## src/sleep_ctl_pkg.sv

```systemverilog
// constants, state encoding and register map of the core sleep and lockup controller
//
// Function
// A wait-for-interrupt instruction stops instruction issue and enters sleep at once.
// A wait-for-event instruction with the event latch at 0 stops issue and enters sleep.
// A wait-for-event instruction with the event latch at 1 clears it and keeps running.
// With sleep_after_handler at 1, a completed handler returns to thread and sleeps.
// Normal sleep gates the core clock; deep sleep also stops system clock, PLL and flash.
// The deep_sleep_select bit of system_control_reg picks normal or deep sleep at entry.
// Sleep from wait-for-interrupt or sleep-after-handler ends only on an entry-capable exception.
// With interrupt mask 1 and fault mask 0 a higher enabled interrupt wakes, handler deferred.
// Wait-for-event sleep ends on an entry-capable exception, an external or a remote event.
// With event_on_pending at 1 each newly pending interrupt raises a waking event.
// Peripherals pulse the event input to wake wait-for-event sleep or to set the latch.
// A debug operation may wake the core spuriously and the core then resumes execution.
// A hard fault inside the non-maskable or hard fault handler enters lockup.
// Lockup issues no instructions and ends only on reset, a non-maskable interrupt or halt.
// Lockup entered from the non-maskable handler is not released by a further one.
// Every wake resumes execution and ungates stopped clocks within a bounded cycle count.
package sleep_ctl_pkg;
    localparam int ADDR_W = 4;
    localparam int DATA_W = 32;
    // register byte offsets
    localparam logic [3:0] OFS_SYS_CTRL = 4'h0;
    localparam logic [3:0] OFS_STATUS = 4'h4;
    localparam logic [3:0] OFS_MASK = 4'h8;
    localparam logic [3:0] OFS_STATE = 4'hC;
    // system_control_reg fields
    localparam int SCR_SLEEP_AFTER_HANDLER = 1;
    localparam int SCR_DEEP_SLEEP_SELECT = 2;
    localparam int SCR_EVENT_ON_PENDING = 4;
    localparam logic [2:0] SCR_RESET = 3'h0;
    // status and mask fields
    localparam int NUM_EV = 3;
    localparam int EV_SLEEP = 0;
    localparam int EV_WAKE = 1;
    localparam int EV_LOCKUP = 2;
    localparam logic [2:0] MASK_RESET = 3'h0;
    // timing: clock restart after deep sleep
    localparam int CLK_PERIOD_NS = 100;
    localparam int RESTART_NS = 1000;
    localparam int RESTART_CYCLES = (RESTART_NS + CLK_PERIOD_NS - 1) / CLK_PERIOD_NS;
    localparam int CNT_W = 8;
    typedef enum logic [4:0] {
        ST_RUN = 5'h01,
        ST_SLEEP_WFI = 5'h02,
        ST_SLEEP_WFE = 5'h04,
        ST_RESTART = 5'h08,
        ST_LOCKUP = 5'h10
    } ctl_state_t;
endpackage : sleep_ctl_pkg

```

## src/wake_if.sv

```systemverilog
// wake condition signals passed between the controller and the wake detector
`timescale 1ns/100ps
interface wake_if;
    logic exc_entry_ok;
    logic irq_above_prio;
    logic int_mask;
    logic fault_mask;
    logic event_now;
    logic latch_q;
    logic debug_wake;
    logic wake_wfi;
    logic wake_wfe;
    logic defer_handler;
    modport detect (
        input exc_entry_ok, irq_above_prio, int_mask, fault_mask, event_now, latch_q,
        input debug_wake,
        output wake_wfi, wake_wfe, defer_handler
    );
    modport ctrl (
        output exc_entry_ok, irq_above_prio, int_mask, fault_mask, event_now, latch_q,
        output debug_wake,
        input wake_wfi, wake_wfe, defer_handler
    );
endinterface : wake_if

```

## src/core_sleep_lockup_control.sv

```systemverilog
// sleep, wake and lockup controller of the processor core with its register port
//
// Strobed register access and the address map were decided locally.
`timescale 1ns/100ps
module core_sleep_lockup_control
    import sleep_ctl_pkg::*;
#(
    parameter int RESTART_LEN = RESTART_CYCLES
) (
    input wire logic i_clk,
    input wire logic i_rst,
    // register port
    input wire logic [ADDR_W-1:0] i_addr,
    input wire logic [DATA_W-1:0] i_wdata,
    input wire logic i_wr,
    input wire logic i_rd,
    output logic [DATA_W-1:0] o_rdata,
    // core instruction and exception side
    input wire logic i_wfi_op,
    input wire logic i_wfe_op,
    input wire logic i_handler_done,
    input wire logic i_exc_entry_ok,
    input wire logic i_irq_above_prio,
    input wire logic i_interrupt_mask_bit,
    input wire logic i_fault_mask_bit,
    input wire logic i_new_pending,
    input wire logic i_ext_event,
    input wire logic i_remote_sev,
    input wire logic i_debug_wake,
    input wire logic i_hard_fault,
    input wire logic i_in_nmi,
    input wire logic i_in_hard_fault,
    input wire logic i_nmi,
    input wire logic i_debug_halt,
    // clock gating and status
    output logic o_core_run,
    output logic o_cpu_clk_en,
    output logic o_sys_clk_en,
    output logic o_pll_en,
    output logic o_flash_en,
    output logic o_sleeping,
    output logic o_locked_up,
    output logic o_defer_handler,
    output logic o_irq
);
    // the restart counter is CNT_W bits wide, so longer restarts cannot be counted
    if (RESTART_LEN < 1 || RESTART_LEN > 255) begin : g_bad_restart_len
        $error("RESTART_LEN must lie in 1..255");
    end

    ctl_state_t state;
    ctl_state_t next_state;
    logic deep_mode;
    logic next_deep_mode;
    logic from_nmi;
    logic next_from_nmi;
    logic [CNT_W-1:0] restart_cnt;
    logic [CNT_W-1:0] next_restart_cnt;
    logic sleep_after_handler;
    logic deep_sleep_select;
    logic event_on_pending;
    logic next_sleep_after_handler;
    logic next_deep_sleep_select;
    logic next_event_on_pending;
    logic [NUM_EV-1:0] status;
    logic [NUM_EV-1:0] next_status;
    logic [NUM_EV-1:0] irq_mask;
    logic [NUM_EV-1:0] next_irq_mask;
    logic [NUM_EV-1:0] ev;
    logic [DATA_W-1:0] next_rdata;
    logic lock_entry;
    logic lock_release;
    logic event_now;
    logic latch_q;
    logic latch_set;
    logic latch_clear;
    logic sleep_entry;
    logic wake_pulse;

    wake_if w ();

    // event sources: external peripheral pulse, remote send, pending when enabled
    assign event_now = i_ext_event || i_remote_sev
        || (event_on_pending && i_new_pending);

    assign w.exc_entry_ok = i_exc_entry_ok;
    assign w.irq_above_prio = i_irq_above_prio;
    assign w.int_mask = i_interrupt_mask_bit;
    assign w.fault_mask = i_fault_mask_bit;
    assign w.event_now = event_now;
    assign w.latch_q = latch_q;
    assign w.debug_wake = i_debug_wake;

    wake_detect u_wake (
        .w(w)
    );

    // an event seen while asleep on wait-for-event is consumed by the wake itself
    assign latch_set = event_now && (state != ST_SLEEP_WFE);
    assign latch_clear = ((state == ST_RUN) && i_wfe_op && latch_q)
        || ((state == ST_SLEEP_WFE) && w.wake_wfe);

    event_latch u_latch (
        .i_clk(i_clk),
        .i_rst(i_rst),
        .i_set(latch_set),
        .i_clear(latch_clear),
        .o_q(latch_q)
    );

    // a hard fault inside the nmi or hard fault handler has nowhere to escalate
    assign lock_entry = (state == ST_RUN) && i_hard_fault
        && (i_in_nmi || i_in_hard_fault);
    // nmi cannot release a lockup that the nmi handler itself caused
    assign lock_release = i_debug_halt || (i_nmi && !from_nmi);

    // sleep state machine
    always_comb begin
        next_state = state;
        next_deep_mode = deep_mode;
        next_from_nmi = from_nmi;
        next_restart_cnt = restart_cnt;
        unique case (state)
            ST_RUN: begin
                if (lock_entry) begin
                    next_state = ST_LOCKUP;
                    next_from_nmi = i_in_nmi;
                end else if (i_wfi_op) begin
                    next_state = ST_SLEEP_WFI;
                    next_deep_mode = deep_sleep_select;
                end else if (i_wfe_op && !latch_q) begin
                    next_state = ST_SLEEP_WFE;
                    next_deep_mode = deep_sleep_select;
                end else if (i_wfe_op) begin
                    next_state = ST_RUN;
                end else if (i_handler_done && sleep_after_handler) begin
                    next_state = ST_SLEEP_WFI;
                    next_deep_mode = deep_sleep_select;
                end
            end
            ST_SLEEP_WFI: begin
                if (w.wake_wfi) begin
                    next_state = deep_mode ? ST_RESTART : ST_RUN;
                    next_restart_cnt = '0;
                end
            end
            ST_SLEEP_WFE: begin
                if (w.wake_wfe) begin
                    next_state = deep_mode ? ST_RESTART : ST_RUN;
                    next_restart_cnt = '0;
                end
            end
            ST_RESTART: begin
                // core clock stays off until the pll and flash have settled
                if (restart_cnt == CNT_W'(RESTART_LEN - 1)) begin
                    next_state = ST_RUN;
                    next_deep_mode = 1'b0;
                end else begin
                    next_restart_cnt = restart_cnt + CNT_W'(1);
                end
            end
            ST_LOCKUP: begin
                if (lock_release) begin
                    next_state = ST_RUN;
                    next_from_nmi = 1'b0;
                end
            end
            default: begin
                next_state = ST_RUN;
                next_deep_mode = 1'b0;
                next_from_nmi = 1'b0;
            end
        endcase
    end

    always_ff @(posedge i_clk) begin
        if (i_rst) begin
            state <= ST_RUN;
            deep_mode <= 1'b0;
            from_nmi <= 1'b0;
            restart_cnt <= '0;
        end else begin
            state <= next_state;
            deep_mode <= next_deep_mode;
            from_nmi <= next_from_nmi;
            restart_cnt <= next_restart_cnt;
        end
    end

    // clock gates and visible state straight from the state registers, handler deferral from the wake detector
    always_comb begin
        o_core_run = (state == ST_RUN);
        o_sleeping = (state == ST_SLEEP_WFI) || (state == ST_SLEEP_WFE);
        o_cpu_clk_en = (state == ST_RUN) || (state == ST_LOCKUP);
        o_sys_clk_en = !(o_sleeping && deep_mode);
        o_pll_en = !(o_sleeping && deep_mode);
        o_flash_en = !(o_sleeping && deep_mode);
        o_locked_up = (state == ST_LOCKUP);
        o_defer_handler = w.defer_handler;
    end

    // interrupt events
    assign sleep_entry = (state == ST_RUN) && ((next_state == ST_SLEEP_WFI)
        || (next_state == ST_SLEEP_WFE));
    assign wake_pulse = o_sleeping && (next_state != state);
    assign ev[EV_SLEEP] = sleep_entry;
    assign ev[EV_WAKE] = wake_pulse;
    assign ev[EV_LOCKUP] = lock_entry;

    // register writes, read-clear status with set winning over the clear
    always_comb begin
        next_sleep_after_handler = sleep_after_handler;
        next_deep_sleep_select = deep_sleep_select;
        next_event_on_pending = event_on_pending;
        next_irq_mask = irq_mask;
        if (i_wr && i_addr == OFS_SYS_CTRL) begin
            next_sleep_after_handler = i_wdata[SCR_SLEEP_AFTER_HANDLER];
            next_deep_sleep_select = i_wdata[SCR_DEEP_SLEEP_SELECT];
            next_event_on_pending = i_wdata[SCR_EVENT_ON_PENDING];
        end
        if (i_wr && i_addr == OFS_MASK) begin
            next_irq_mask = i_wdata[NUM_EV-1:0];
        end
    end

    genvar gi;
    generate
        for (gi = 0; gi < NUM_EV; gi++) begin : g_status
            always_comb begin
                next_status[gi] = status[gi];
                if (i_rd && i_addr == OFS_STATUS) begin
                    next_status[gi] = 1'b0;
                end
                if (ev[gi]) begin
                    next_status[gi] = 1'b1;
                end
            end
        end
    endgenerate

    // read data one cycle after the strobe, zero otherwise and for unmapped offsets
    always_comb begin
        next_rdata = '0;
        if (i_rd) begin
            unique case (i_addr)
                OFS_SYS_CTRL: begin
                    next_rdata[SCR_SLEEP_AFTER_HANDLER] = sleep_after_handler;
                    next_rdata[SCR_DEEP_SLEEP_SELECT] = deep_sleep_select;
                    next_rdata[SCR_EVENT_ON_PENDING] = event_on_pending;
                end
                OFS_STATUS: next_rdata[NUM_EV-1:0] = status;
                OFS_MASK: next_rdata[NUM_EV-1:0] = irq_mask;
                OFS_STATE: next_rdata[7:0] = {from_nmi, latch_q, deep_mode, state};
                default: next_rdata = '0;
            endcase
        end
    end

    always_ff @(posedge i_clk) begin
        if (i_rst) begin
            sleep_after_handler <= SCR_RESET[0];
            deep_sleep_select <= SCR_RESET[1];
            event_on_pending <= SCR_RESET[2];
            irq_mask <= MASK_RESET;
            status <= '0;
            o_rdata <= '0;
            o_irq <= 1'b0;
        end else begin
            sleep_after_handler <= next_sleep_after_handler;
            deep_sleep_select <= next_deep_sleep_select;
            event_on_pending <= next_event_on_pending;
            irq_mask <= next_irq_mask;
            status <= next_status;
            o_rdata <= next_rdata;
            o_irq <= |(next_status & next_irq_mask);
        end
    end

    // assertion helper: cycles spent restarting clocks
    logic [CNT_W-1:0] restart_seen;
    always_ff @(posedge i_clk) begin
        if (i_rst || state != ST_RESTART) begin
            restart_seen <= '0;
        end else begin
            restart_seen <= restart_seen + CNT_W'(1);
        end
    end
endmodule : core_sleep_lockup_control

```

## src/event_latch.sv

```systemverilog
// one-bit event latch set by events and cleared by a consuming wait-for-event
`timescale 1ns/100ps
module event_latch (
    input wire logic i_clk,
    input wire logic i_rst,
    input wire logic i_set,
    input wire logic i_clear,
    output logic o_q
);
    logic next_q;

    // set wins over clear so a coinciding event is never lost
    always_comb begin
        next_q = o_q;
        if (i_clear) begin
            next_q = 1'b0;
        end
        if (i_set) begin
            next_q = 1'b1;
        end
    end

    always_ff @(posedge i_clk) begin
        if (i_rst) begin
            o_q <= 1'b0;
        end else begin
            o_q <= next_q;
        end
    end
endmodule : event_latch

```

## src/wake_detect.sv

```systemverilog
// combinational wake decision for each sleep cause
`timescale 1ns/100ps
module wake_detect (
    wake_if.detect w
);
    logic masked_wake;

    always_comb begin
        // interrupt wakes the core although the mask holds off its handler
        masked_wake = w.int_mask && !w.fault_mask && w.irq_above_prio;
        // an exception able to enter, a masked higher interrupt or debug ends this sleep; debug is the spurious exception
        w.wake_wfi = w.exc_entry_ok || masked_wake || w.debug_wake;
        // events, remote send and pending-event all arrive through event_now or the latch
        w.wake_wfe = w.wake_wfi || w.event_now || w.latch_q;
        w.defer_handler = w.int_mask && !w.fault_mask;
    end
endmodule : wake_detect

```

## config.mk

```make
export PLATFORM = sky130hd
export DESIGN_NAME = core_sleep_lockup_control
export DESIGN_NICKNAME = d
export VERILOG_FILES = /design/src/sleep_ctl_pkg.sv /design/src/wake_if.sv /design/src/core_sleep_lockup_control.sv /design/src/event_latch.sv /design/src/wake_detect.sv
export SDC_FILE = /design/constraint.sdc
export NUM_CORES = 1
export LEC_CHECK = 0
export BUFFER_PORTS_ARGS = -buffer_cell sky130_fd_sc_hd__buf_2
export CORE_MARGIN = 2
export CORE_UTILIZATION = 50
export DETAILED_ROUTE_END_ITERATION = 7
export GPL_ROUTABILITY_DRIVEN = 0
export GPL_TIMING_DRIVEN = 1
export HOLD_SLACK_MARGIN = 0.05
export PLACE_DENSITY = 0.87
export SLEW_MARGIN = 0
export SYNTH_ARGS = -nofsm -noshare
export SYNTH_HDL_FRONTEND = slang
export SYNTH_HIERARCHICAL = 1
export SYNTH_SLANG_ARGS = --single-unit
```

## constraint.sdc

```tcl
create_clock -name i_clk -period 3.28 [get_ports i_clk]
set_clock_uncertainty 0.05 [all_clocks]
set_input_delay 0.164 -clock i_clk [delete_from_list [all_inputs] [get_ports i_clk]]
set_output_delay 0.164 -clock i_clk [all_outputs]
set_load 0.02 [all_outputs]
```

==> impl_metrics.toml <==
[synth]
postSynthCellCount = 235
synthArstFlopShare_pct = 0
syn_area_sq_um = 2070
ys_seq_area_share_pct = 32.8
yosysMostFrequentCell = "dfxtp_1"
synth_cell_types = 61
ys_seq_elements = 34
yosys.area.top_type_share_pct = 32.8
yosysWarnings = 6
synth-edff-count = 0
syn_area_per_cell_sq_um = 8.82
yosys-top-cells-area = "dfxtp_1, buf_4, nor2_1"
yosys.area.top_type = "dfxtp_1"
synth_common_cells = "dfxtp_1, nor2_1, buf_4"
yosys_most_used_dff = "dfxtp_1"

[pwr]
power_density_nw_per_um2 = 468
p_leak_nw = 0.985
peakVddDrop_v = 0.000197
power.total_w = 0.00107

[global_routing]
gr-total-overflow = 0
antenna_found_initial = 0
grt_max_degree = 26
grt_pass1_wl_mm = 6.88
track_usage_pct = 20.3
grt_pass1_vias = 1483

[placed_design]
io_buffers = 44
dp_hpwl_mm = 3.32
placed_area_sq_um = 2180

[floorplan]
fp.dieW_um = 68.4
initial_core_util_pct = 51.8
num_rows = 23
fp.dieH_um = 68.4
die_area_sq_um = 4680
core_sq_um = 4000
num_io_pins = 97

[cells_and_area]
multiInputGateArea_sq_um = 1200
final_util_pct = 57.4
syn_to_final_growth_pct = 10.7
drive_gt1_share_pct = 26.7
area.sequential_sq_um = 681
fill_cells = 372
nNetsFinal = 331
finalInstanceArea_sq_um = 2290
diodes = 0

[timing]
rsz0062_at_grt = "false"
maxSlewViolCount = 0
max_slew_margin_pct = 58.0
post-route-min-period_ns = 2.00
worst_slew_pin_slew_ns = 0.630
fmax_mhz = 500
setup_viol = 0
fin_crit_sh_pct = 61.0
finalHoldViolations = 0
fin_tns_setup_ns = 0

[routing]
antenna_left = 0
via_per_inst = 5.41
vias = 1749
first_iter_violations = 102
dr.pass1.iters = 4
drc = 0
drt-wirelength-per-cell_um = 14.0
drt-total-wl_mm = 4.54

[clocking]
insertion_delay_ns = 0.29
clock_path_buffers = 2
clk_pin_slew_ns = 0.07
cts.sinks = 34
htreeDepth = 2
cts_root_buf = "clkbuf_8"
cts_tree = "built"
postCtsHoldBufs = 0
numCtsBuffers = 5
cts_setup_buffers = 0
cts_resized = 0

[run]
cap_violations = 0

[worst_setup_path]
critical_path_class = "register to register"
endpoint_kind = "register"
ff2ff_setup_slack_ns = 1.28
cp.arrival_ns = 2.19
cp-start-kind = "register"
required_ns = 3.47
worstPathMaxFanout = 16

[hold_path]
min_path_type = "input pin to register"

[status]
outcome = "finished, final reports clean"
## worst max-delay path: stages (launching register included)
cell       delay [ns]
dfxtp_1          0.73
nand3b_1         0.22
a2111oi_4        0.46
a21oi_1          0.11
nor3_1           0.24
a211o_1          0.13
## where the power goes
group | switching [W] | internal [W] | total [W]
clock network | 0.000154 | 0.000243 | 0.000397
registers | 0.0000310 | 0.000427 | 0.000458
logic | 0.000141 | 0.0000765 | 0.000218
total | 0.000326 | 0.000747 | 0.00107
## registers in the layout, indices dropped and copies added, names as in the netlist, 3 cells and up
signal       cells
state            5
status           3
o_rdata          8
irq_mask         3
restart_cnt      8
## path summary, 6_finish.rpt
check | start | to | cells after the start
worst max-delay path | state[1]$_SDFF_PP0_ | o_irq$_SDFF_PP0_ | 5
worst min-delay path | i_wdata[4] | event_on_pending$_SDFFE_PP0P_ | 3
worst max register to register | state[1]$_SDFF_PP0_ | o_irq$_SDFF_PP0_ | 5
worst min register to register | deep_mode$_SDFFE_PP0P_ | state[3]$_SDFF_PP0_ | 2
## per-stage QoR
step / setup WS (ns) / std cells / hold slack, ns
global placement: 1.42 / 316 / 0.352
CTS: 1.31 / 323 / 0.0629
detailed placement: 1.36 / 316 / 0.367
finish: 1.28 / 323 / 0.0654
global route: 1.16 / 323 / 0.0724
floorplan: 1.54 / 258 / 0.176
## cell usage in the layout (no fill, tap or decap), drive strengths merged, types with 7 or more instances in the layout
cell    n
dfxtp  34
conb   24
o21ai   9
nand3  10
buf    44
nand2  15
a21oi  10
nor3    7
nor2   29
## layer usage
metal,GRT usage [%],part of all wire [%],vias up
met5,0,0,-
met4,8.75,1.7,0
met3,5.26,5.9,9
met2,32.3,49,66
met1,25.7,43,819
li1,-,-,855
## kinds of logic after synthesis
logic type,after synthesis,synth area share [%]
flops,34,32.8
buf+inv,42,13.6
mux,9,5.61
compound gates,43,15.6
simple gates,96,27.5
other cells,1,0.181
xor+xnor,8,3.38
fa+ha+maj,2,1.21
## area by class of cell
class | instances | area share (%)
clock inverter | 1 | 1.31
tap | 50 | 2.73
multi-input combinational | 182 | 52.1
inverter | 6 | 0.981
timing repair buffer | 44 | 9.60
clock buffer | 6 | 3.60
sequential | 34 | 29.7
No activity file was read; power rests on OpenSTA's default activity.
